`src/utd_defs.svh`:
```
`ifndef UTD_DEFS_SVH
`define UTD_DEFS_SVH

// ----------------------------------------
// Register byte offsets
// ----------------------------------------
`define UTD_OFF_W0      8'h00
`define UTD_OFF_W1      8'h04
`define UTD_OFF_STATUS  8'h08
`define UTD_OFF_ISO_W4  8'h10
`define UTD_OFF_ISO_W5  8'h14
`define UTD_OFF_ISO_W6  8'h18
`define UTD_OFF_ISO_W7  8'h1C

// ----------------------------------------
// Bulk descriptor word zero fields
// ----------------------------------------
`define UTD_EP0_BIT     31
`define UTD_MULT_HI     30
`define UTD_MULT_LO     29
`define UTD_MPL_HI      28
`define UTD_MPL_LO      18
`define UTD_TBT_HI      17
`define UTD_TBT_LO      3
`define UTD_ARMED_BIT   0
`define UTD_W0_KEEP     32'hFFFFFFF9

// ----------------------------------------
// Descriptor word one fields
// ----------------------------------------
`define UTD_FA_HI       9
`define UTD_FA_LO       3
`define UTD_EPU_HI      2
`define UTD_EPU_LO      0
`define UTD_W1_KEEP     32'h000003FF

// ----------------------------------------
// Isochronous word four and count layout
// ----------------------------------------
`define UTD_MASK_W      8
`define UTD_STAT_W      3
`define UTD_STAT_BASE   8
`define UTD_CNT_W       12
`define UTD_UF_NUM      8

// ----------------------------------------
// Reset values and bus responses
// ----------------------------------------
`define UTD_RST_WORD    32'h00000000
`define UTD_RESP_OKAY   2'h0
`define UTD_RESP_SLVERR 2'h2

`endif

```
`src/utd_pkg.sv`:
```
package utd_pkg;

  // ----------------------------------------
  // Execution engine states
  // ----------------------------------------
  typedef enum logic [0:0] {
    UTD_IDLE  = 1'b0,
    UTD_ISSUE = 1'b1
  } utd_state_type;

  // ----------------------------------------
  // One data packet offered to the link side
  // ----------------------------------------
  typedef struct packed {
    logic [6:0]  function_address;  // Target function
    logic [3:0]  endpoint_number;   // Full endpoint number
    logic [10:0] bytes;             // Payload bytes in this packet
  } utd_pkt_type;

  // ----------------------------------------
  // One microframe completion report
  // ----------------------------------------
  typedef struct packed {
    logic [2:0]  index;             // Microframe 0..7
    logic [2:0]  status;            // Completion status code
    logic [11:0] rx_count;          // Bytes received
  } utd_uf_type;

endpackage

```
`src/utd_core.sv`:
```
`timescale 1ns/1ps
`include "utd_defs.svh"

module utd_core
  import utd_pkg::*;
(
  input  wire logic        aclk,
  input  wire logic        aresetn,
  input  wire logic        ce,
  input  wire logic [7:0]  s_axi_awaddr,
  input  wire logic        s_axi_awvalid,
  output logic             s_axi_awready,
  input  wire logic [31:0] s_axi_wdata,
  input  wire logic [3:0]  s_axi_wstrb,
  input  wire logic        s_axi_wvalid,
  output logic             s_axi_wready,
  output logic [1:0]       s_axi_bresp,
  output logic             s_axi_bvalid,
  input  wire logic        s_axi_bready,
  input  wire logic [7:0]  s_axi_araddr,
  input  wire logic        s_axi_arvalid,
  output logic             s_axi_arready,
  output logic [31:0]      s_axi_rdata,
  output logic [1:0]       s_axi_rresp,
  output logic             s_axi_rvalid,
  input  wire logic        s_axi_rready,
  input  wire logic        exec_start,
  input  wire logic        fatal_error,
  output utd_pkt_type      pkt,
  output logic             pkt_valid,
  input  wire logic        pkt_ready,
  input  wire logic        uf_valid,
  input  wire utd_uf_type  uf
);

  // ----------------------------------------
  // Declarations
  // ----------------------------------------
  logic [7:0]          aw_addr_reg;    // Held write address
  logic                aw_held_reg;    // Write address taken
  logic [31:0]         w_data_reg;     // Held write data
  logic [3:0]          w_strb_reg;     // Held byte enables
  logic                w_held_reg;     // Write data taken
  logic                bvalid_reg;     // Write response pending
  logic [1:0]          bresp_reg;      // Write response code
  logic                rvalid_reg;     // Read data pending
  logic [31:0]         rdata_reg;      // Read data
  logic [1:0]          rresp_reg;      // Read response code
  logic                wr_fire;        // Register write this cycle
  logic [31:0]         w0_reg;         // Descriptor word zero
  logic [31:0]         w1_reg;         // Descriptor word one
  logic [7:0]          mask_reg;       // Microframe activity mask
  logic [14:0]         rem_reg;        // Bytes still to move
  logic [14:0]         rem_next;       // Bytes left after a packet
  logic [1:0]          pk_left_reg;    // Packets left this execution
  utd_state_type       state_reg;      // Engine state
  utd_pkt_type         pkt_reg;        // Packet on offer
  logic                pkt_fire;       // Packet accepted by link
  logic                done_clear;     // Hardware disarm request
  logic [95:0]         cnt_flat;       // Counts packed into words 5..7
  logic [23:0]         stat_flat;      // Status fields of word four
  logic [31:0]         w0_merged;      // Word zero as the held write would leave it
  logic [31:0]         w4_merged;      // Word four as the held write would leave it

  // Decoded views of word zero and word one; bits 2:1 of word zero are never looked at
  logic                armed;
  logic [1:0]          mult;
  logic [10:0]         mpl;
  logic [14:0]         tbt;
  logic [3:0]          endpoint_number;
  logic [6:0]          function_address;

  assign armed            = w0_reg[`UTD_ARMED_BIT];
  assign mult             = w0_reg[`UTD_MULT_HI:`UTD_MULT_LO];
  assign mpl              = w0_reg[`UTD_MPL_HI:`UTD_MPL_LO];
  assign tbt              = w0_reg[`UTD_TBT_HI:`UTD_TBT_LO];
  assign endpoint_number  = {w1_reg[`UTD_EPU_HI:`UTD_EPU_LO], w0_reg[`UTD_EP0_BIT]};
  assign function_address = w1_reg[`UTD_FA_HI:`UTD_FA_LO];

  // Byte-lane merge for software writes
  function automatic logic [31:0] merge(input logic [31:0] old_v, input logic [31:0] new_v,
                                        input logic [3:0] strb);
    logic [31:0] res;
    res = old_v;
    for (int i = 0; i < 4; i++) begin
      if (strb[i]) begin
        res[i*8 +: 8] = new_v[i*8 +: 8];
      end
    end
    return res;
  endfunction

  // Packet size is the smaller of remaining bytes and the packet limit
  function automatic logic [10:0] pkt_size(input logic [14:0] rem, input logic [10:0] lim);
    logic [10:0] res;
    res = (rem < {4'h0, lim}) ? rem[10:0] : lim;
    return res;
  endfunction

  // Merged words are named nets because a function result cannot be part-selected
  assign w0_merged = merge(w0_reg, w_data_reg, w_strb_reg);
  assign w4_merged = merge({stat_flat, mask_reg}, w_data_reg, w_strb_reg);

  // ----------------------------------------
  // AXI4-Lite write channels
  // ----------------------------------------
  // Address and data may arrive in either order; both are held until the write
  assign s_axi_awready = ce && !aw_held_reg;
  assign s_axi_wready  = ce && !w_held_reg;
  assign s_axi_bvalid  = bvalid_reg;
  assign s_axi_bresp   = bresp_reg;
  assign wr_fire       = ce && aw_held_reg && w_held_reg && !bvalid_reg;

  // Capture address and data, then answer one cycle after both are held
  always_ff @(posedge aclk) begin
    if (!aresetn) begin
      aw_held_reg <= 1'b0;
      w_held_reg  <= 1'b0;
      aw_addr_reg <= 8'h00;
      w_data_reg  <= 32'h00000000;
      w_strb_reg  <= 4'h0;
      bvalid_reg  <= 1'b0;
      bresp_reg   <= `UTD_RESP_OKAY;
    end else if (ce) begin
      if (s_axi_awvalid && s_axi_awready) begin
        aw_held_reg <= 1'b1;
        aw_addr_reg <= s_axi_awaddr;
      end
      if (s_axi_wvalid && s_axi_wready) begin
        w_held_reg <= 1'b1;
        w_data_reg <= s_axi_wdata;
        w_strb_reg <= s_axi_wstrb;
      end
      if (wr_fire) begin
        // Only the software-owned words accept writes
        bvalid_reg  <= 1'b1;
        aw_held_reg <= 1'b0;
        w_held_reg  <= 1'b0;
        if (aw_addr_reg == `UTD_OFF_W0 || aw_addr_reg == `UTD_OFF_W1 ||
            aw_addr_reg == `UTD_OFF_ISO_W4) begin
          bresp_reg <= `UTD_RESP_OKAY;
        end else begin
          bresp_reg <= `UTD_RESP_SLVERR;
        end
      end else if (bvalid_reg && s_axi_bready) begin
        bvalid_reg <= 1'b0;
      end
    end
  end

  // ----------------------------------------
  // Descriptor words
  // ----------------------------------------
  // Hardware disarm is applied first so a software arm in the same cycle wins
  always_ff @(posedge aclk) begin
    if (!aresetn) begin
      w0_reg <= `UTD_RST_WORD;
    end else if (ce) begin
      if (done_clear) begin
        w0_reg[`UTD_ARMED_BIT] <= 1'b0;
      end
      if (wr_fire && aw_addr_reg == `UTD_OFF_W0) begin
        w0_reg <= w0_merged & `UTD_W0_KEEP;
      end
    end
  end

  // Word one holds address and upper endpoint bits only
  always_ff @(posedge aclk) begin
    if (!aresetn) begin
      w1_reg <= `UTD_RST_WORD;
    end else if (ce && wr_fire && aw_addr_reg == `UTD_OFF_W1) begin
      w1_reg <= merge(w1_reg, w_data_reg, w_strb_reg) & `UTD_W1_KEEP;
    end
  end

  // ----------------------------------------
  // Execution engine
  // ----------------------------------------
  assign pkt_valid  = (state_reg == UTD_ISSUE);
  assign pkt        = pkt_reg;
  assign pkt_fire   = ce && pkt_valid && pkt_ready;
  assign rem_next   = rem_reg - {4'h0, pkt_reg.bytes};
  // Disarm on a fatal error, when the last payload byte has gone, or on a start with no bytes left
  assign done_clear = ce && (fatal_error ||
                      (pkt_fire && rem_next == 15'h0000) ||
                      (state_reg == UTD_IDLE && exec_start && armed && rem_reg == 15'h0000));

  // Remaining count reloads whenever software rewrites word zero
  always_ff @(posedge aclk) begin
    if (!aresetn) begin
      rem_reg <= 15'h0000;
    end else if (ce) begin
      if (wr_fire && aw_addr_reg == `UTD_OFF_W0) begin
        rem_reg <= w0_merged[`UTD_TBT_HI:`UTD_TBT_LO];
      end else if (pkt_fire) begin
        rem_reg <= rem_next;
      end
    end
  end

  // One execution issues at most the multiplier's count of packets
  always_ff @(posedge aclk) begin
    if (!aresetn) begin
      state_reg   <= UTD_IDLE;
      pk_left_reg <= 2'h0;
      pkt_reg     <= '0;
    end else if (ce) begin
      case (state_reg)
        UTD_IDLE: begin
          if (exec_start && armed && rem_reg != 15'h0000 && !fatal_error) begin
            state_reg   <= UTD_ISSUE;
            // Undefined multiplier 00b is taken as a single packet
            pk_left_reg <= (mult == 2'h0) ? 2'h1 : mult;
            pkt_reg     <= '{function_address: function_address,
                             endpoint_number:  endpoint_number,
                             bytes:            pkt_size(rem_reg, mpl)};
          end
        end
        UTD_ISSUE: begin
          if (fatal_error) begin
            state_reg <= UTD_IDLE;
          end else if (pkt_fire) begin
            pk_left_reg   <= pk_left_reg - 2'h1;
            pkt_reg.bytes <= pkt_size(rem_next, mpl);
            if (rem_next == 15'h0000 || pk_left_reg == 2'h1) begin
              state_reg <= UTD_IDLE;
            end
          end
        end
        default: begin
          state_reg <= UTD_IDLE;
        end
      endcase
    end
  end

  // ----------------------------------------
  // Isochronous status and received counts
  // ----------------------------------------
  // Activity mask is software-owned
  always_ff @(posedge aclk) begin
    if (!aresetn) begin
      mask_reg <= 8'h00;
    end else if (ce && wr_fire && aw_addr_reg == `UTD_OFF_ISO_W4) begin
      mask_reg <= w4_merged[`UTD_MASK_W-1:0];
    end
  end

  // One status field and one count per microframe; a report only lands when its mask bit is set
  for (genvar k = 0; k < `UTD_UF_NUM; k++) begin : g_uf
    logic [2:0]  stat_reg;  // Microframe completion status
    logic [11:0] cnt_reg;   // Microframe received bytes
    always_ff @(posedge aclk) begin
      if (!aresetn) begin
        stat_reg <= 3'h0;
        cnt_reg  <= 12'h000;
      end else if (ce) begin
        if (wr_fire && aw_addr_reg == `UTD_OFF_ISO_W4) begin
          stat_reg <= w4_merged[`UTD_STAT_BASE + k*`UTD_STAT_W +: `UTD_STAT_W];
        end
        // Hardware report overrides a software write in the same cycle
        if (uf_valid && uf.index == 3'(k) && mask_reg[k]) begin
          stat_reg <= uf.status;
          cnt_reg  <= uf.rx_count;
        end
      end
    end
    assign stat_flat[k*`UTD_STAT_W +: `UTD_STAT_W] = stat_reg;
    assign cnt_flat[k*`UTD_CNT_W +: `UTD_CNT_W]    = cnt_reg;
  end

  // ----------------------------------------
  // AXI4-Lite read channel
  // ----------------------------------------
  assign s_axi_arready = ce && !rvalid_reg;
  assign s_axi_rvalid  = rvalid_reg;
  assign s_axi_rdata   = rdata_reg;
  assign s_axi_rresp   = rresp_reg;

  // Decode on address acceptance; unmapped reads answer SLVERR with zero data
  always_ff @(posedge aclk) begin
    if (!aresetn) begin
      rvalid_reg <= 1'b0;
      rdata_reg  <= 32'h00000000;
      rresp_reg  <= `UTD_RESP_OKAY;
    end else if (ce) begin
      if (s_axi_arvalid && s_axi_arready) begin
        rvalid_reg <= 1'b1;
        rresp_reg  <= `UTD_RESP_OKAY;
        if (s_axi_araddr == `UTD_OFF_W0) begin
          rdata_reg <= w0_reg;
        end else if (s_axi_araddr == `UTD_OFF_W1) begin
          rdata_reg <= w1_reg;
        end else if (s_axi_araddr == `UTD_OFF_STATUS) begin
          rdata_reg <= {14'h0000, pk_left_reg, rem_reg, pkt_valid};
        end else if (s_axi_araddr == `UTD_OFF_ISO_W4) begin
          rdata_reg <= {stat_flat, mask_reg};
        end else if (s_axi_araddr == `UTD_OFF_ISO_W5) begin
          rdata_reg <= cnt_flat[31:0];
        end else if (s_axi_araddr == `UTD_OFF_ISO_W6) begin
          rdata_reg <= cnt_flat[63:32];
        end else if (s_axi_araddr == `UTD_OFF_ISO_W7) begin
          rdata_reg <= cnt_flat[95:64];
        end else begin
          rdata_reg <= 32'h00000000;
          rresp_reg <= `UTD_RESP_SLVERR;
        end
      end else if (rvalid_reg && s_axi_rready) begin
        rvalid_reg <= 1'b0;
      end
    end
  end

endmodule

```
`config.mk`:
```
export PLATFORM = sky130hd
export DESIGN_NAME = utd_core
export DESIGN_NICKNAME = d
export VERILOG_FILES = /design/src/utd_pkg.sv /design/src/utd_core.sv
export VERILOG_INCLUDE_DIRS = /design/src
export SDC_FILE = /design/constraint.sdc
export NUM_CORES = 1
export LEC_CHECK = 0
export BUFFER_PORTS_ARGS = -buffer_cell sky130_fd_sc_hd__buf_2
export CAP_MARGIN = 20
export CORE_UTILIZATION = 64
export DETAILED_ROUTE_END_ITERATION = 16
export GPL_TIMING_DRIVEN = 1
export PLACE_DENSITY = 0.86
export SYNTH_ARGS = -nofsm -noshare
export SYNTH_HDL_FRONTEND = slang
export SYNTH_SLANG_ARGS = --single-unit
```
`constraint.sdc`:
```
create_clock -name aclk -period 5.8 [get_ports aclk]
set_input_delay 1.16 -clock aclk [delete_from_list [all_inputs] [get_ports aclk]]
set_output_delay 1.16 -clock aclk [all_outputs]
set_load 0.02 [all_outputs]
```
# Word-level counts from Yosys, hierarchy flattened
# Index checks and enable logic that the tools add are counted.
# Widths: inputs -> output; s select.
dict set report op_classes {
  addsub 2
  n_lt_le_gt_ge 2
  n_eq_ne 20
  n_mux 65
  n_bitwise 1
  n_reduce_logical 119
}
# op count
set op_table {}
lappend op_table {{$mux 32} 7}
lappend op_table {{$mux 11} 5}
lappend op_table {{$mux 3} 16}
lappend op_table {{$reduce_bool 2->1} 24}
lappend op_table {{$logic_and 1x1->1} 42}
lappend op_table {{$reduce_and 2->1} 21}
lappend op_table {{$reduce_and 3->1} 14}
lappend op_table {{$eq 8x5->1 const B} 5}
lappend op_table {{$mux 8} 5}
lappend op_table {{$logic_not 15->1} 2}
lappend op_table {{$lt 15x11->1} 2}
lappend op_table {{$mux 15} 2}
lappend op_table {{$mux 2} 13}
lappend op_table {{$pmux 11 s2} 1}
lappend op_table {{$eq 8x3->1 const B} 2}
lappend op_table {{$logic_not 8->1} 2}
lappend op_table {{$reduce_bool 15->1} 1}
lappend op_table {{$sub 15x11->15} 1}
lappend op_table {{$mux 1} 14}
lappend op_table {{$eq 3x3->1 const B} 4}
lappend op_table {{$eq 8x4->1 const B} 1}
lappend op_table {{$eq 3x2->1 const B} 2}
lappend op_table {{$logic_not 1->1} 5}
lappend op_table {{$logic_or 1x1->1} 5}
lappend op_table {{other kinds (11)} 13}
dict set report totals {
  regBits 292
  inputBits 82
  output_inout_bits 64
  elab_cells 250
}

# Logic depth before layout (Yosys ltp)
dict set report logic_depth {
  ltp_word 8
  mapped_depth 17
}

# Least setup slack after synthesis
# OpenSTA, ideal clock, no wires.
dict set report synth_timing {
  kind {reg-to-reg}
  start {register pkt_reg (netlist bit pkt[1])}
  end {register pkt_reg (netlist bit pkt[2])}
  setup_time_ns 0.150
  t_arrival_ns 3.362
  path_slack_ns 2.288
  path_stages_with_launch 17
  period_less_slack_ns 3.512
  path_cell_list {dfxtp_1 > inv_1 > ha_1 > nor2b_1 > o2111a_1 > nor2_1 > or4b_1 > o211ai_1 > ha_1 > and4_1 > nand4_1 > a21oi_1 > nor2_1 > nand2_1 > buf_1 > o211ai_2 > a41oi_2}
}
dict set report synth_between {
  elab_chain_cells 6
}
# element line_no
set synth_lines {}
lappend synth_lines {{start, declared} utd_core.sv:57} ;# utd_pkt_type pkt_reg;
lappend synth_lines {{start signal, assigned} utd_core.sv:215} ;# pkt_reg <= '{function_address: function_address,
lappend synth_lines {{$sub 15x11->15 *} utd_core.sv:183} ;# assign rem_next = rem_reg - {4'h0, pkt_reg.bytes};
lappend synth_lines {{$lt 15x11->1} utd_core.sv:96} ;# res = (rem < {4'h0, lim}) ? rem[10:0] : lim;
lappend synth_lines {{$mux 11 *} utd_core.sv:96}
lappend synth_lines {{$mux 11 *} utd_core.sv:223} ;# end else if (pkt_fire) begin
lappend synth_lines {{$mux 11 *} utd_core.sv:221} ;# if (fatal_error) begin
lappend synth_lines {{$pmux 11 s2 *} utd_core.sv:209} ;# case (state_reg)
# Mark *: on every way between the ends. The rest lies on a longest branch, timed or not. The select of a mux whose other input is x is not followed.
# A chain may end at the register's enable or synchronous reset.

# Worst setup path after layout
dict set report layout_timing {
  start {register rem_reg[0]}
  end {register pkt_reg (netlist bit pkt[6])}
}
dict set report layout_between {
  elab_chain_cells 6
  elab_cells_between_ends 14
  classes_between {1 x add/sub; 2 x order compare; 1 x eq/ne; 6 x mux; 4 x reduce/logical}
}
# element line_no
set layout_lines {}
lappend layout_lines {{start, declared} utd_core.sv:53} ;# logic [14:0] rem_reg;
lappend layout_lines {{start signal, assigned} utd_core.sv:195} ;# rem_reg <= w0_merged[`UTD_TBT_HI:`UTD_TBT_LO];
lappend layout_lines {{start signal, assigned} utd_core.sv:197} ;# rem_reg <= rem_next;
lappend layout_lines {{$sub 15x11->15} utd_core.sv:183}
lappend layout_lines {{$lt 15x11->1} utd_core.sv:96}
lappend layout_lines {{$mux 11} utd_core.sv:96}
lappend layout_lines {{$mux 11} utd_core.sv:223}
lappend layout_lines {{$mux 11} utd_core.sv:221}
lappend layout_lines {{$pmux 11 s2} utd_core.sv:209}
# Parallel ways exist; a longest one is shown, timed or not. The select of a mux whose other input is x is not followed.

==> impl_metrics.ini <==
[die]
die_area_mm2 = 0.0226
rows = 53
dieWidth_um = 150
initial_core_util_pct = 66.1
ios = 146
core-area_mm2 = 0.0213
die_y_um = 150

[synth]
synth_top_cell_area_share_pct = 41.2
synth_top_area_cell = dfxtp_1
synth-edff-count = 0
ys_ff_latch = 290
yosys_most_used_dff = dfxtp_1
avgSynthCellArea_um2 = 8.83
ys_seq_area_share_pct = 41.2
synthDistinctLibCells = 76
yosysWarningCount = 0
synthCells = 1594
postSynth.asyncResetShare_pct = 0
synth_area_leaders = dfxtp_1 41%, mux2i_1 11%, nand2_1 5.8%
synth_area_mm2 = 0.0141

[power_and_ir_drop]
ir_drop_uv = 331
leakage_uw = 0.00675
fin_total_pwr_uw = 4360
power_switching_uw = 1090
pwr-share-comb_pct = 8.4
switching_share_pct = 25.0
cell_internal_pwr_uw = 3270
pwr_density_cell_mw_per_mm2 = 277
clkPwrFrac_pct = 44.4
seq_power_share_pct = 47.3

[clock_network]
cts_inserted_buffers = 29
cts.sinks = 290
postCtsSetupRepairBufs = 0
insertion_delay_ns = 0.56
max-clock-path-buffers = 3
cts_tree = done
cts.hold.buffers_added = 0
htree_levels = 1
cts_root_buffer = clkbuf_16
clk_pin_slew_ns = 0.06
cts_resized = 0

[timing]
maxSlewHeadroom_pct = 27.6
finalSetupViolCount = 0
slew_violations = 0
fin_skew_ns = 0.0133
tightestPinTransition_ns = 1.08
finalHoldViolCount = 0
tns_ns = 0
min_period_ns = 4.06
rsz0062_at_grt = false
period_share_pct = 70.0
max_freq_mhz = 246

[setup_path]
worstPathMaxFanout = 11
crit_start = rem_reg[0]
worstSetupStartpointType = flop
worstReg2RegStart = rem_reg[0]
cp.required_ns = 6.28
cp.arrival_ns = 4.54
critPathKind = reg2reg
cp-end-kind = flop

[cells_and_area]
final_common_cell = dfxtp_1
nFillCells = 1569
seq_area_mm2 = 0.00581
layout-drive-gt1-share_pct = 16.4
multi_input_area_mm2 = 0.00762
area_growth_pct = 11.5
n_antenna_cell = 0
final_cell_mix = 290 x dfxtp_1, 219 x nand2_1, 204 x nor2_1, 161 x mux2i_1, 143 x buf_2
nets = 1767
fin_area_mm2 = 0.0157
largest_reg_flops = 96

[route]
dr.pass1.iters = 9
drt_drc_violations_left = 0
viasPerCell = 6.58
avgRoutedWirePerCell_um = 23.0
num_vias = 12800
wl_um = 44700
ant_nets = 0
drtIter0Drc = 1506

[grt]
grt_pass1_wl_um = 67800
grt_max_degree = 124
grt_pass1_vias = 12100
track_usage_pct = 39.4
antenna_found_initial = 1
grt_overflow = 0

[placed_design]
placed_area_mm2 = 0.0147
gp_congestion = 0.953
dp_hpwl_um = 31300
io_buffer_count = 143

[status]
status = completed

[hold_path]
hold_class = reg2reg
holdCritStartpoint = g_uf[5].cnt_reg[9]

[job]
drv_cap = 0
-- worst max-delay path: stages (launching register included) --
cell and delay (ns):
dfxtp_1 0.42, inv_1 0.09, ha_1 0.23, fa_1 0.40
nand2b_1 0.20, a21oi_1 0.23, o21ai_1 0.19, xnor2_1 0.30
inv_1 0.12, ha_1 0.31, and4_1 0.25, nand4_1 0.11
a21oi_1 0.14, nor2_1 0.08, nand2_1 0.49, o211ai_2 0.19
a41oi_2 0.23
-- power groups by stage --
stage	combinational (uW)	clock [uW]	sequential, uW
finish	364	1930	2060
global route	388	2010	2060
CTS	355	1930	2060
detailed placement	352	0	2100
global placement	347	0	2100
floorplan	239	0	2100
-- cells in the mapped netlist, types with 11 or more instances --
cell / number
buf_2: 18
o211ai_2: 11
mux4_2: 26
nor3_1: 25
nand2_1: 219
dfxtp_1: 290
mux2i_1: 161
a21oi_1: 134
clkbuf_1: 92
o21ai_0: 28
a221oi_1: 21
inv_1: 32
nand4_1: 21
a211oi_1: 38
nand3_1: 45
ha_1: 32
buf_1: 12
nor2_1: 206
-- per-layer routing --
metal / GRT usage (%) / routed length (um) / up-vias
li1: - / - / 5773
met1: 51.3 / 17000 / 6112
met2: 64.0 / 20800 / 783
met3: 8.18 / 5150 / 143
met4: 15.5 / 1800 / 0
met5: 0 / 0 / -
-- cell families (layout without fill, tap and decap cells) --
kind of cell               count (synthesis)  in the layout  synth area share (%)
AOI/OAI and AO/OA                        314            314                  15.4
adders and majority gates                 33             33                  2.99
muxes                                    195            195                  16.2
DFF                                      290            290                  41.2
buffers and inverters                    163            241                  4.80
xor gates and xnor gates                   9              9                 0.560
and+or+nand+nor                          589            589                  18.8
other                                      1              2                0.0266
-- layout make-up --
class	count	share of cell area, %
inverters	34	0.845
clock inverters	8	0.853
repair buffers	155	5.26
multi-input cells	1142	48.5
flip-flops and latches	290	37.0
well taps	275	2.19
clock buffers	44	5.36
-- stage by stage --
step | cells | setup WS (ns) | hold slack (ns) | utilization [%]
floorplan | 1595 | 2.29 | 0.433 | -
global placement | 1895 | 1.94 | 0.438 | 69.1
detailed placement | 1896 | 1.82 | 0.450 | 69.2
CTS | 1948 | 1.78 | 0.457 | 73.8
global route | 1948 | 1.45 | 0.477 | 73.8
finish | 1948 | 1.74 | 0.454 | 73.8
-- final timing paths --
path	endpoint	slack, ns	cells after the start
setup / recovery	pkt[6]	1.74	16
hold / removal	g_uf[5].cnt_reg[9]	0.45	2
setup reg to reg	pkt[6]	1.74	16
hold reg to reg	g_uf[5].cnt_reg[9]	0.45	2
Power figures use the tool's default switching activity.
